==> config.mk <==
export PLATFORM = sky130hd
export DESIGN_NAME = fh_host
export DESIGN_NICKNAME = d
export VERILOG_FILES = /design/src/fh_pkg.sv /design/src/fh_cyc.sv /design/src/fh_host.sv
export VERILOG_INCLUDE_DIRS = /design/src /design/src/src
export SDC_FILE = /design/constraint.sdc
export NUM_CORES = 1
export LEC_CHECK = 0
export BUFFER_PORTS_ARGS = -buffer_cell sky130_fd_sc_hd__buf_4
export CAP_MARGIN = 20
export CORE_UTILIZATION = 50
export CTS_CLUSTER_SIZE = 24
export DETAILED_ROUTE_END_ITERATION = 10
export GPL_TIMING_DRIVEN = 0
export HOLD_SLACK_MARGIN = 0.12
export PLACE_DENSITY = 0.74
export SYNTH_ARGS = -nofsm -noshare
export SYNTH_HDL_FRONTEND = slang
export SYNTH_SLANG_ARGS = --single-unit
==> constraint.sdc <==
create_clock -name clk_sys -period 7 [get_ports clk_sys]
set_input_delay 0 -clock clk_sys [delete_from_list [all_inputs] [get_ports clk_sys]]
set_output_delay 0 -clock clk_sys [all_outputs]
set_load 0.01 [all_outputs]
==> src/fh_cfg.svh <==
// constants of the parallel nor flash host controller
`ifndef FH_CFG_SVH
`define FH_CFG_SVH
// clock period and least bus times
`define FH_CLK_NS 5
`define FH_CEIL(t) (((t) + `FH_CLK_NS - 1) / `FH_CLK_NS)
`define FH_T_AS_NS 10
`define FH_T_WP_NS 35
`define FH_T_WPH_NS 20
`define FH_T_ACC_NS 110
`define FH_T_BUSY_NS 90
`define FH_T_RP_NS 500
`define FH_T_RH_NS 50
`define FH_AS_CYC `FH_CEIL(`FH_T_AS_NS)
`define FH_WP_CYC `FH_CEIL(`FH_T_WP_NS)
`define FH_WPH_CYC `FH_CEIL(`FH_T_WPH_NS)
`define FH_ACC_CYC `FH_CEIL(`FH_T_ACC_NS)
`define FH_BUSY_CYC `FH_CEIL(`FH_T_BUSY_NS)
`define FH_RP_CYC `FH_CEIL(`FH_T_RP_NS)
`define FH_RH_CYC `FH_CEIL(`FH_T_RH_NS)
// register byte offsets
`define FH_REG_CTRL 8'h00
`define FH_REG_ADDR 8'h04
`define FH_REG_WDATA 8'h08
`define FH_REG_STAT 8'h0C
`define FH_REG_INT 8'h10
`define FH_REG_MASK 8'h14
`define FH_REG_RDATA 8'h18
`define FH_REG_CFG 8'h1C
// field positions
`define FH_CTRL_GO 4
`define FH_CFG_BYTE 0
`define FH_CFG_WP 1
`define FH_CFG_POLL 2
`define FH_INT_DONE 0
`define FH_INT_TMO 1
`define FH_INT_REF 2
`define FH_POL_BIT 7
`define FH_TOG_BIT 6
// reset values
`define FH_CFG_RST 4'h2
`define FH_MASK_RST 3'h0
// command codes and unlock addresses
`define FH_CMD_UNL1 8'hAA
`define FH_CMD_UNL2 8'h55
`define FH_CMD_PROG 8'hA0
`define FH_CMD_ERASE 8'h80
`define FH_CMD_SECT 8'h30
`define FH_CMD_CHIP 8'h10
`define FH_CMD_BYP 8'h20
`define FH_CMD_BYPX1 8'h90
`define FH_CMD_BYPX2 8'h00
`define FH_CMD_ESUS 8'hB0
`define FH_CMD_ERES 8'h30
`define FH_CMD_PSUS 8'h51
`define FH_CMD_PRES 8'h50
`define FH_CMD_RST 8'hF0
`define FH_UNL1_W 26'h0555
`define FH_UNL2_W 26'h02AA
`define FH_UNL1_B 26'h0AAA
`define FH_UNL2_B 26'h0555
`endif

==> src/fh_pkg.sv <==
// types of the parallel nor flash host controller
package fh_pkg;
  typedef enum logic [3:0] {
    OP_READ = 4'b0000, OP_PROG = 4'b0001, OP_SERS = 4'b0010, OP_CERS = 4'b0011,
    OP_BYPE = 4'b0100, OP_BYPP = 4'b0101, OP_BYPX = 4'b0110, OP_ESUS = 4'b0111,
    OP_ERES = 4'b1000, OP_PSUS = 4'b1001, OP_PRES = 4'b1010, OP_RSTC = 4'b1011,
    OP_HWRS = 4'b1100
  } fh_op_t;
  typedef enum logic [1:0] {SA_U1 = 2'b00, SA_U2 = 2'b01, SA_USR = 2'b10} fh_asel_t;
  typedef enum logic [3:0] {
    S_IDLE = 4'b0000, S_ISSUE = 4'b0001, S_WAITC = 4'b0010, S_SETTLE = 4'b0011,
    S_POLL = 4'b0100, S_POLLW = 4'b0101, S_HWRST = 4'b0110, S_RECOV = 4'b0111
  } fh_st_t;
  typedef enum logic [1:0] {C_IDLE = 2'b00, C_SETUP = 2'b01, C_PULSE = 2'b10,
    C_HOLD = 2'b11} fh_cst_t;
endpackage : fh_pkg

==> src/fh_cyc.sv <==
// one asynchronous flash bus cycle, write or read
`timescale 1ns/1ps
`include "fh_cfg.svh"
module fh_cyc
  import fh_pkg::*;
#(
  parameter int AW = 26
)(
  input wire logic clk_sys,
  input wire logic nrst,
  input wire logic start,
  input wire logic wr,
  input wire logic [AW-1:0] addr_i,
  input wire logic [15:0] wdata_i,
  input wire logic [15:0] fl_dq_i,
  output logic [AW-1:0] fl_addr,
  output logic [15:0] fl_dq_o,
  output logic fl_dq_oe_n,
  output logic fl_ce_n,
  output logic fl_we_n,
  output logic fl_oe_n,
  output logic [15:0] rd_data,
  output logic done
);
  fh_cst_t st_q;
  logic wr_q;
  logic [7:0] cnt_q;
  logic [15:0] dq_m_q;
  logic [15:0] dq_s_q;

  // pin data passes two flops before use
  always_ff @(posedge clk_sys or negedge nrst)
  begin
    if (!nrst)
    begin
      dq_m_q <= 16'h0000;
      dq_s_q <= 16'h0000;
    end
    else
    begin
      dq_m_q <= fl_dq_i;
      dq_s_q <= dq_m_q;
    end
  end

  // strobe sequencing; ce frames the whole cycle, we and oe never overlap
  always_ff @(posedge clk_sys or negedge nrst)
  begin
    if (!nrst)
    begin
      st_q <= C_IDLE;
      wr_q <= 1'b0;
      cnt_q <= 8'h00;
      fl_addr <= '0;
      fl_dq_o <= 16'h0000;
      fl_dq_oe_n <= 1'b1;
      fl_ce_n <= 1'b1;
      fl_we_n <= 1'b1;
      fl_oe_n <= 1'b1;
      rd_data <= 16'h0000;
      done <= 1'b0;
    end
    else
    begin
      done <= 1'b0;
      case (st_q)
        C_IDLE:
          if (start)
          begin
            wr_q <= wr;
            fl_addr <= addr_i;
            fl_dq_o <= wdata_i;
            fl_dq_oe_n <= ~wr;
            fl_ce_n <= 1'b0;
            cnt_q <= 8'(`FH_AS_CYC - 1);
            st_q <= C_SETUP;
          end
        C_SETUP:
          if (cnt_q == 8'h00)
          begin
            fl_we_n <= ~wr_q;
            fl_oe_n <= wr_q;
            // read waits two extra cycles for the synchroniser
            cnt_q <= wr_q ? 8'(`FH_WP_CYC - 1) : 8'(`FH_ACC_CYC + 1);
            st_q <= C_PULSE;
          end
          else
            cnt_q <= cnt_q - 8'h01;
        C_PULSE:
          if (cnt_q == 8'h00)
          begin
            fl_we_n <= 1'b1;
            fl_oe_n <= 1'b1;
            if (!wr_q)
              rd_data <= dq_s_q;
            cnt_q <= 8'(`FH_WPH_CYC - 1);
            st_q <= C_HOLD;
          end
          else
            cnt_q <= cnt_q - 8'h01;
        default:
          if (cnt_q == 8'h00)
          begin
            fl_ce_n <= 1'b1;
            fl_dq_oe_n <= 1'b1;
            done <= 1'b1;
            st_q <= C_IDLE;
          end
          else
            cnt_q <= cnt_q - 8'h01;
      endcase
    end
  end
endmodule : fh_cyc

==> src/fh_host.sv <==
// host controller driving an asynchronous parallel nor flash
//
// Local design decisions: the address-and-strobe port and the register addresses.
`timescale 1ns/1ps
`include "fh_cfg.svh"
module fh_host
  import fh_pkg::*;
#(
  parameter int AW = 26,
  parameter int POLL_LIMIT = 400000000
)(
  input wire logic clk_sys,
  input wire logic nrst,
  input wire logic [7:0] reg_addr,
  input wire logic [31:0] reg_wdata,
  input wire logic reg_we,
  input wire logic reg_re,
  output logic [31:0] reg_rdata,
  output logic irq,
  output logic [AW-1:0] fl_addr,
  input wire logic [15:0] fl_dq_i,
  output logic [15:0] fl_dq_o,
  output logic fl_dq_oe_n,
  output logic fl_ce_n,
  output logic fl_we_n,
  output logic fl_oe_n,
  output logic fl_byte_n,
  output logic fl_reset_n,
  output logic protect_accel_pin,
  input wire logic done_indicator
);
  fh_st_t st_q;
  fh_op_t op_q;
  logic [AW-1:0] addr_q;
  logic [15:0] wdata_q;
  logic [3:0] cfg_q;
  logic [2:0] mask_q;
  logic [2:0] int_q;
  logic [15:0] rdata_q;
  logic [2:0] idx_q;
  logic [31:0] tmo_q;
  logic [7:0] wcnt_q;
  logic tog_q;
  logic tog_v_q;
  logic tmo_err_q;
  logic byp_q;
  logic cyc_go_q;
  logic cyc_wr_q;
  logic ev_done_q;
  logic ev_tmo_q;
  logic ev_ref_q;
  logic rdy_m_q;
  logic rdy_s_q;
  logic [11:0] step;
  logic step_last;
  fh_asel_t step_as;
  logic [AW-1:0] cyc_addr;
  logic [15:0] cyc_wd;
  logic [15:0] cyc_rd;
  logic cyc_done;
  logic go_req;
  logic is_wait_op;
  logic pol_ok;

  // command table: {last, address select, use user data, code}
  function automatic logic [11:0] fh_step(input fh_op_t op, input logic [2:0] i);
    logic [11:0] s;
    s = (i == 3'd1 || i == 3'd4) ? {1'b0, SA_U2, 1'b0, `FH_CMD_UNL2} :
        {1'b0, SA_U1, 1'b0, `FH_CMD_UNL1};
    case (op)
      OP_PROG:
        if (i == 3'd2)
          s = {1'b0, SA_U1, 1'b0, `FH_CMD_PROG};
        else if (i == 3'd3)
          s = {1'b1, SA_USR, 1'b1, 8'h00};
      OP_SERS, OP_CERS:
        if (i == 3'd2)
          s = {1'b0, SA_U1, 1'b0, `FH_CMD_ERASE};
        else if (i == 3'd5)
          s = (op == OP_SERS) ? {1'b1, SA_USR, 1'b0, `FH_CMD_SECT} :
              {1'b1, SA_U1, 1'b0, `FH_CMD_CHIP};
      OP_BYPE:
        if (i == 3'd2)
          s = {1'b1, SA_U1, 1'b0, `FH_CMD_BYP};
      OP_BYPP:
        s = (i == 3'd0) ? {1'b0, SA_USR, 1'b0, `FH_CMD_PROG} : {1'b1, SA_USR, 1'b1, 8'h00};
      OP_BYPX:
        s = (i == 3'd0) ? {1'b0, SA_USR, 1'b0, `FH_CMD_BYPX1} :
            {1'b1, SA_USR, 1'b0, `FH_CMD_BYPX2};
      OP_ESUS:
        s = {1'b1, SA_USR, 1'b0, `FH_CMD_ESUS};
      OP_ERES:
        s = {1'b1, SA_USR, 1'b0, `FH_CMD_ERES};
      OP_PSUS:
        s = {1'b1, SA_USR, 1'b0, `FH_CMD_PSUS};
      OP_PRES:
        s = {1'b1, SA_USR, 1'b0, `FH_CMD_PRES};
      default:
        s = {1'b1, SA_USR, 1'b0, `FH_CMD_RST};
    endcase
    return s;
  endfunction : fh_step

  // current step decode; unlock addresses double in byte mode
  always_comb
  begin
    step = fh_step(op_q, idx_q);
    step_last = step[11];
    step_as = fh_asel_t'(step[10:9]);
    cyc_wd = step[8] ? wdata_q : {8'h00, step[7:0]};
    if (!cyc_wr_q || step_as == SA_USR)
      cyc_addr = addr_q;
    else if (step_as == SA_U1)
      cyc_addr = AW'(cfg_q[`FH_CFG_BYTE] ? `FH_UNL1_B : `FH_UNL1_W);
    else
      cyc_addr = AW'(cfg_q[`FH_CFG_BYTE] ? `FH_UNL2_B : `FH_UNL2_W);
  end

  // completion checks; erased data reads as ones
  always_comb
  begin
    go_req = reg_we && reg_addr == `FH_REG_CTRL && reg_wdata[`FH_CTRL_GO];
    is_wait_op = op_q == OP_PROG || op_q == OP_BYPP || op_q == OP_SERS || op_q == OP_CERS;
    if (op_q == OP_SERS || op_q == OP_CERS)
      pol_ok = cyc_rd[`FH_POL_BIT];
    else
      pol_ok = cyc_rd[`FH_POL_BIT] == wdata_q[`FH_POL_BIT];
  end

  fh_cyc #(
    .AW(AW)
  ) u_cyc (
    .clk_sys(clk_sys),
    .nrst(nrst),
    .start(cyc_go_q),
    .wr(cyc_wr_q),
    .addr_i(cyc_addr),
    .wdata_i(cyc_wd),
    .fl_dq_i(fl_dq_i),
    .fl_addr(fl_addr),
    .fl_dq_o(fl_dq_o),
    .fl_dq_oe_n(fl_dq_oe_n),
    .fl_ce_n(fl_ce_n),
    .fl_we_n(fl_we_n),
    .fl_oe_n(fl_oe_n),
    .rd_data(cyc_rd),
    .done(cyc_done)
  );

  // ready pin crosses in through two flops
  always_ff @(posedge clk_sys or negedge nrst)
  begin
    if (!nrst)
    begin
      rdy_m_q <= 1'b0;
      rdy_s_q <= 1'b0;
    end
    else
    begin
      rdy_m_q <= done_indicator;
      rdy_s_q <= rdy_m_q;
    end
  end

  // software-written configuration and operands
  always_ff @(posedge clk_sys or negedge nrst)
  begin
    if (!nrst)
    begin
      cfg_q <= `FH_CFG_RST;
      mask_q <= `FH_MASK_RST;
      addr_q <= '0;
      wdata_q <= 16'h0000;
    end
    else if (reg_we)
    begin
      if (reg_addr == `FH_REG_CFG)
        cfg_q <= reg_wdata[3:0];
      else if (reg_addr == `FH_REG_MASK)
        mask_q <= reg_wdata[2:0];
      else if (reg_addr == `FH_REG_ADDR)
        addr_q <= reg_wdata[AW-1:0];
      else if (reg_addr == `FH_REG_WDATA)
        wdata_q <= reg_wdata[15:0];
    end
  end

  // static pins; byte mode selects the 8-bit bus
  always_ff @(posedge clk_sys or negedge nrst)
  begin
    if (!nrst)
    begin
      fl_byte_n <= 1'b1;
      protect_accel_pin <= 1'b1;
    end
    else
    begin
      fl_byte_n <= ~cfg_q[`FH_CFG_BYTE];
      protect_accel_pin <= cfg_q[`FH_CFG_WP];
    end
  end

  // sticky events, write one to clear; a new event beats the clear
  always_ff @(posedge clk_sys or negedge nrst)
  begin
    if (!nrst)
    begin
      int_q <= 3'h0;
      irq <= 1'b0;
    end
    else
    begin
      if (reg_we && reg_addr == `FH_REG_INT)
        int_q <= (int_q & ~reg_wdata[2:0]) | {ev_ref_q, ev_tmo_q, ev_done_q};
      else
        int_q <= int_q | {ev_ref_q, ev_tmo_q, ev_done_q};
      irq <= |(int_q & mask_q);
    end
  end

  // read port: data stands the cycle after the strobe only
  always_ff @(posedge clk_sys or negedge nrst)
  begin
    if (!nrst)
      reg_rdata <= 32'h0000_0000;
    else if (!reg_re)
      reg_rdata <= 32'h0000_0000;
    else if (reg_addr == `FH_REG_CTRL)
      reg_rdata <= {28'h000_0000, op_q};
    else if (reg_addr == `FH_REG_ADDR)
      reg_rdata <= 32'(addr_q);
    else if (reg_addr == `FH_REG_WDATA)
      reg_rdata <= {16'h0000, wdata_q};
    else if (reg_addr == `FH_REG_STAT)
      reg_rdata <= {28'h000_0000, byp_q, rdy_s_q, tmo_err_q, st_q != S_IDLE};
    else if (reg_addr == `FH_REG_INT)
      reg_rdata <= {29'h0000_0000, int_q};
    else if (reg_addr == `FH_REG_MASK)
      reg_rdata <= {29'h0000_0000, mask_q};
    else if (reg_addr == `FH_REG_RDATA)
      reg_rdata <= {16'h0000, rdata_q};
    else if (reg_addr == `FH_REG_CFG)
      reg_rdata <= {28'h000_0000, cfg_q};
    else
      reg_rdata <= 32'h0000_0000;
  end

  // operation sequencer; a go while busy is dropped silently
  always_ff @(posedge clk_sys or negedge nrst)
  begin
    if (!nrst)
    begin
      st_q <= S_IDLE;
      op_q <= OP_READ;
      idx_q <= 3'h0;
      tmo_q <= 32'h0000_0000;
      tog_q <= 1'b0;
      tog_v_q <= 1'b0;
      tmo_err_q <= 1'b0;
      byp_q <= 1'b0;
      cyc_go_q <= 1'b0;
      cyc_wr_q <= 1'b0;
      ev_done_q <= 1'b0;
      ev_tmo_q <= 1'b0;
      ev_ref_q <= 1'b0;
      rdata_q <= 16'h0000;
      fl_reset_n <= 1'b0;
    end
    else
    begin
      cyc_go_q <= 1'b0;
      ev_done_q <= 1'b0;
      ev_tmo_q <= 1'b0;
      ev_ref_q <= 1'b0;
      case (st_q)
        S_IDLE:
        begin
          fl_reset_n <= 1'b1;
          if (go_req)
          begin
            op_q <= fh_op_t'(reg_wdata[3:0]);
            idx_q <= 3'h0;
            tmo_q <= 32'h0000_0000;
            tog_v_q <= 1'b0;
            tmo_err_q <= 1'b0;
            // short program only inside bypass mode
            if (fh_op_t'(reg_wdata[3:0]) == OP_BYPP && !byp_q)
              ev_ref_q <= 1'b1;
            else if (fh_op_t'(reg_wdata[3:0]) == OP_HWRS)
              st_q <= S_HWRST;
            else
              st_q <= S_ISSUE;
          end
        end
        S_ISSUE:
        begin
          cyc_go_q <= 1'b1;
          cyc_wr_q <= op_q != OP_READ;
          st_q <= S_WAITC;
        end
        S_WAITC:
          if (cyc_done)
          begin
            if (op_q == OP_READ)
            begin
              rdata_q <= cyc_rd;
              ev_done_q <= 1'b1;
              st_q <= S_IDLE;
            end
            else if (!step_last)
            begin
              idx_q <= idx_q + 3'h1;
              st_q <= S_ISSUE;
            end
            else
            begin
              if (op_q == OP_BYPE)
                byp_q <= 1'b1;
              else if (op_q == OP_BYPX || op_q == OP_RSTC)
                byp_q <= 1'b0;
              if (is_wait_op)
              begin
                tmo_q <= 32'(`FH_BUSY_CYC);
                st_q <= S_SETTLE;
              end
              else
              begin
                ev_done_q <= 1'b1;
                st_q <= S_IDLE;
              end
            end
          end
        S_SETTLE:
          // ready pin and status bits need time to turn busy
          if (tmo_q == 32'h0000_0000)
            st_q <= S_POLL;
          else
            tmo_q <= tmo_q - 32'h0000_0001;
        S_POLL:
          // completion by ready pin or status reads
          if (tmo_q == 32'(POLL_LIMIT))
          begin
            tmo_err_q <= 1'b1;
            ev_tmo_q <= 1'b1;
            st_q <= S_IDLE;
          end
          else if (cfg_q[`FH_CFG_POLL+1:`FH_CFG_POLL] == 2'b00)
          begin
            tmo_q <= tmo_q + 32'h0000_0001;
            if (rdy_s_q)
            begin
              ev_done_q <= 1'b1;
              st_q <= S_IDLE;
            end
          end
          else
          begin
            tmo_q <= tmo_q + 32'h0000_0001;
            cyc_go_q <= 1'b1;
            cyc_wr_q <= 1'b0;
            st_q <= S_POLLW;
          end
        S_POLLW:
        begin
          tmo_q <= tmo_q + 32'h0000_0001;
          if (cyc_done)
          begin
            tog_q <= cyc_rd[`FH_TOG_BIT];
            tog_v_q <= 1'b1;
            // toggle method: two equal reads mean done
            if (cfg_q[`FH_CFG_POLL] ? (tog_v_q && tog_q == cyc_rd[`FH_TOG_BIT]) : pol_ok)
            begin
              ev_done_q <= 1'b1;
              st_q <= S_IDLE;
            end
            else
              st_q <= S_POLL;
          end
        end
        S_HWRST:
        begin
          fl_reset_n <= 1'b0;
          byp_q <= 1'b0;
          if (idx_q == 3'h0)
          begin
            idx_q <= 3'h1;
            tmo_q <= 32'(`FH_RP_CYC - 1);
          end
          else if (tmo_q == 32'h0000_0000)
          begin
            fl_reset_n <= 1'b1;
            tmo_q <= 32'(`FH_RH_CYC - 1);
            st_q <= S_RECOV;
          end
          else
            tmo_q <= tmo_q - 32'h0000_0001;
        end
        default:
          if (tmo_q == 32'h0000_0000)
          begin
            ev_done_q <= 1'b1;
            st_q <= S_IDLE;
          end
          else
            tmo_q <= tmo_q - 32'h0000_0001;
      endcase
    end
  end

  // helper: write strobes since the operation began
  always_ff @(posedge clk_sys or negedge nrst)
  begin
    if (!nrst)
      wcnt_q <= 8'h00;
    else if (st_q == S_IDLE)
      wcnt_q <= 8'h00;
    else if (cyc_go_q && cyc_wr_q)
      wcnt_q <= wcnt_q + 8'h01;
  end
endmodule : fh_host

==> flow_metrics.tcl <==
set metrics [dict create \
    status "completed" \
    fillCellCount 1882 \
    arrival_ns 3.91 \
    cts_tree "built" \
    nets 1538 \
    grt_max_degree 119 \
    synthTopCellsByCount "dfrtp_1 (250), nand2_1 (134), nor2_1 (113)" \
    rsz0062_at_grt "no" \
    grt_usage_pct 26.98 \
    postCtsSetupBuffers 0 \
    critPathMaxStageDelay_ns 0.54 \
    whs_ns 0.1278 \
    setup_viol 0 \
    synthTopCellsByArea "dfrtp_1 (50%), mux2_2 (8.1%), nand2_1 (4.0%)" \
    synth-edff-count 0 \
    slowest_stage "clkbuf_1" \
    worstPathCellList "inv_1 > ha_1 > nand2b_1 > clkbuf_1 > a21oi_1 > nor2_1 > o21a_2 > clkbuf_1 > nand2_1 > o31ai_1" \
    synthAdderAreaFrac_pct 1.510 \
    drtAntennaViolNets 0 \
    port_buffers 129 \
    vias 10680 \
    period_minus_slack_ns 3.467 \
    slew_viol_final 0 \
    clock_path_buffers 3 \
    max_slew_margin_pct 35.60 \
    drc 0 \
    cts.root.buffer_cell "clkbuf_16" \
    cp_num_cells 10 \
    synth_most_common_cell "dfrtp_1" \
    grt_pass1_wl_mm 54.93 \
    worstSetupStartpointType "flip-flop" \
    start_util_pct 51.11 \
    area_growth_pct 26.16 \
    p_leak_nw 7.122 \
    dp.final_hpwl_mm 23.19 \
    ys_seq_area_share_pct 51.81 \
    power-per-cell-area_mw_per_mm2 364.1 \
    dieArea_mm2 0.02550 \
    avgRoutedWirePerCell_um 18.99 \
    hold_path_class "primary input to flip-flop" \
    synth_cell_types 82 \
    synth_simple_gate_area_share_pct 17.59 \
    worstSkewPairLatency_ns 0.55 \
    ys_ff_latch 257 \
    synth_largest_area_cell "dfrtp_1" \
    core_area_mm2 0.02432 \
    critPathTopFamily "buffers and inverters" \
    drt-total-wl_mm 34.34 \
    yosysTopAreaCellShare_pct 50.33 \
    reg2reg_depth 10 \
    antenna_cells 0 \
    drtIter0Drc 1114 \
    h-tree-depth 1 \
    gp_congestion 0.9344 \
    cp_max_fo 10 \
    drive_gt1_share_pct 21.90 \
    min_path_cells 2 \
    cp-end-kind "flip-flop" \
    syn_area_mm2 0.01243 \
    min_period_over_period_pct 49.53 \
    synth_xor_area_share_pct 1.127 \
    peakVddDrop_mv 0.3168 \
    finalClockSkew_ns 0.01679 \
    ys_warn_count 0 \
    avgSynthCellArea_um2 10.20 \
    reg2reg_setup_slack_ns 3.53 \
    clk_pin_slew_ns 0.06 \
    cts_num_sinks 257 \
    r2r-end "tmo_q[27]" \
    overflow 0 \
    numCtsBuffers 28 \
    netlist_instances 1219 \
    crit_top_cell "clkbuf_1" \
    worstHoldStart "fl_dq_i[9]" \
    synth_mux_area_share_pct 9.190 \
    hold_end "u_cyc.dq_m_q[9]" \
    grt_pass1_vias 10160 \
    finalHoldViolCount 0 \
    worstPathRequired_ns 7.44 \
    synth_compound_area_share_pct 14.61 \
    synthFlopType "dfrtp_1" \
    synth_top_family_by_area "simple AND/OR/NAND/NOR gates" \
    critPathBufInv 3 \
    r2r-start "idx_q[0]" \
    ctsResizeCount 0 \
    crit_type "flip-flop to flip-flop" \
    die_y_um 159.7 \
    dr.pass1.iters 6 \
    ios 143 \
    fin_setup_tns_ns 0 \
    routed_via_density 5.905 \
    antenna_found_initial 0 \
    tightest_slew_ns 0.9538 \
    ctsHoldBuffers 76 \
    fp-row-count 57 \
    fin_util_pct 64.49 \
    cap_violations 0 \
    fmax_mhz 288.4 \
    die_x_um 159.7 \
    async_flop_share_pct 100.0 \
]
-- report_power, final --
part | switching (mW) | internal, mW | total, mW | leakage (nW)
clock network | 0.606 | 0.979 | 1.58 | 0.487
registers | 0.215 | 1.77 | 1.98 | 3.37
logic | 1.32 | 0.826 | 2.14 | 3.27
total | 2.14 | 3.57 | 5.71 | 7.12
-- per-layer routing --
layer / up-vias / routed length [um] / GRT usage (%)
met1: 5270 / 15290 / 39.91
li1: 4886 / - / -
met3: 66 / 2523 / 3.766
met4: 0 / 815 / 7.955
met2: 454 / 15710 / 41.43
met5: - / 0 / 0
-- kinds of logic (layout without fill, tap and decap cells) --
family	count (synthesis)	in the layout
AO/OA/AOI/OAI	275	275
multiplexers	98	98
buffers and inverters	113	373
AND/OR/NAND/NOR	444	444
flip-flops	257	257
other	1	6
XOR/XNOR	16	16
adder cells (fa/ha/maj)	15	15
-- sequential cells by signal, indices dropped and copies added (netlist names), 2 cells and up --
register and flops:
st_q 3, u_cyc.dq_s_q 16, mask_q 3, u_cyc.fl_addr 26, tmo_q 32, reg_rdata 26, u_cyc.cnt_q 8, int_q 3
u_cyc.rd_data 16, u_cyc.st_q 2, op_q 4, idx_q 3, rdata_q 16, wdata_q 16, addr_q 26, cfg_q 4
u_cyc.fl_dq_o 16, u_cyc.dq_m_q 16
-- worst reg2reg max path, cell delays in order, from the launching register on --
cell and delay (ns):
dfrtp_1 0.37, inv_1 0.09, ha_1 0.27, nand2b_1 0.12, clkbuf_1 0.41, a21oi_1 0.13
nor2_1 0.48, o21a_2 0.39, clkbuf_1 0.54, nand2_1 0.29, o31ai_1 0.26
-- area by class of cell --
cell class | instances | area, um2 | share of cell area (%)
plain buffers | 88 | 419.2 | 2.673
multi-input cells | 854 | 5497 | 35.05
clock inverters | 11 | 170.2 | 1.085
clock buffers | 41 | 840.8 | 5.361
well taps | 324 | 405.4 | 2.585
flip-flops and latches | 257 | 6440 | 41.06
repair buffers | 208 | 1817 | 11.58
inverters | 25 | 93.84 | 0.5984
-- per-stage QoR --
stage / instance area [um2] / power [mW] / instances / worst slack [ns]
floorplan: 12450 / 3.357 / 1224 / 4.413
global placement: 13820 / 4.023 / 1677 / 3.749
detailed placement: 13890 / 4.063 / 1679 / 3.730
CTS: 15680 / 5.691 / 1807 / 3.736
global route: 15680 / 6.013 / 1808 / 3.409
finish: 15680 / 5.709 / 1808 / 3.533
-- how the worst max path moves through the flow --
stage / slack, ns / startpoint / endpoint
final: 3.53 / idx_q[0] / tmo_q[27]
after global routing: 3.41 / idx_q[0] / tmo_q[27]
after CTS: 3.74 / idx_q[0] / tmo_q[27]
after detailed placement: 3.73 / idx_q[0] / tmo_q[27]
after global placement: 3.75 / idx_q[0] / tmo_q[27]
after floorplan: 4.41 / tmo_q[16] / st_q[0]
-- cell usage in the layout, fill, tap and decap left out, types with 29 or more instances in the layout --
| master | Yosys | layout |
|---|---|---|
| a21oi_1 | 70 | 70 |
| buf_4 | 10 | 138 |
| clkbuf_1 | 60 | 65 |
| clkbuf_16 | 0 | 29 |
| dfrtp_1 | 250 | 250 |
| dlygate4sd3_1 | 0 | 75 |
| mux2_2 | 89 | 89 |
| nand2_1 | 134 | 134 |
| nand3_1 | 42 | 42 |
| nor2_1 | 113 | 113 |
| nor3_1 | 32 | 32 |
| o21ai_0 | 67 | 67 |
Power figures use the tool's default switching activity.
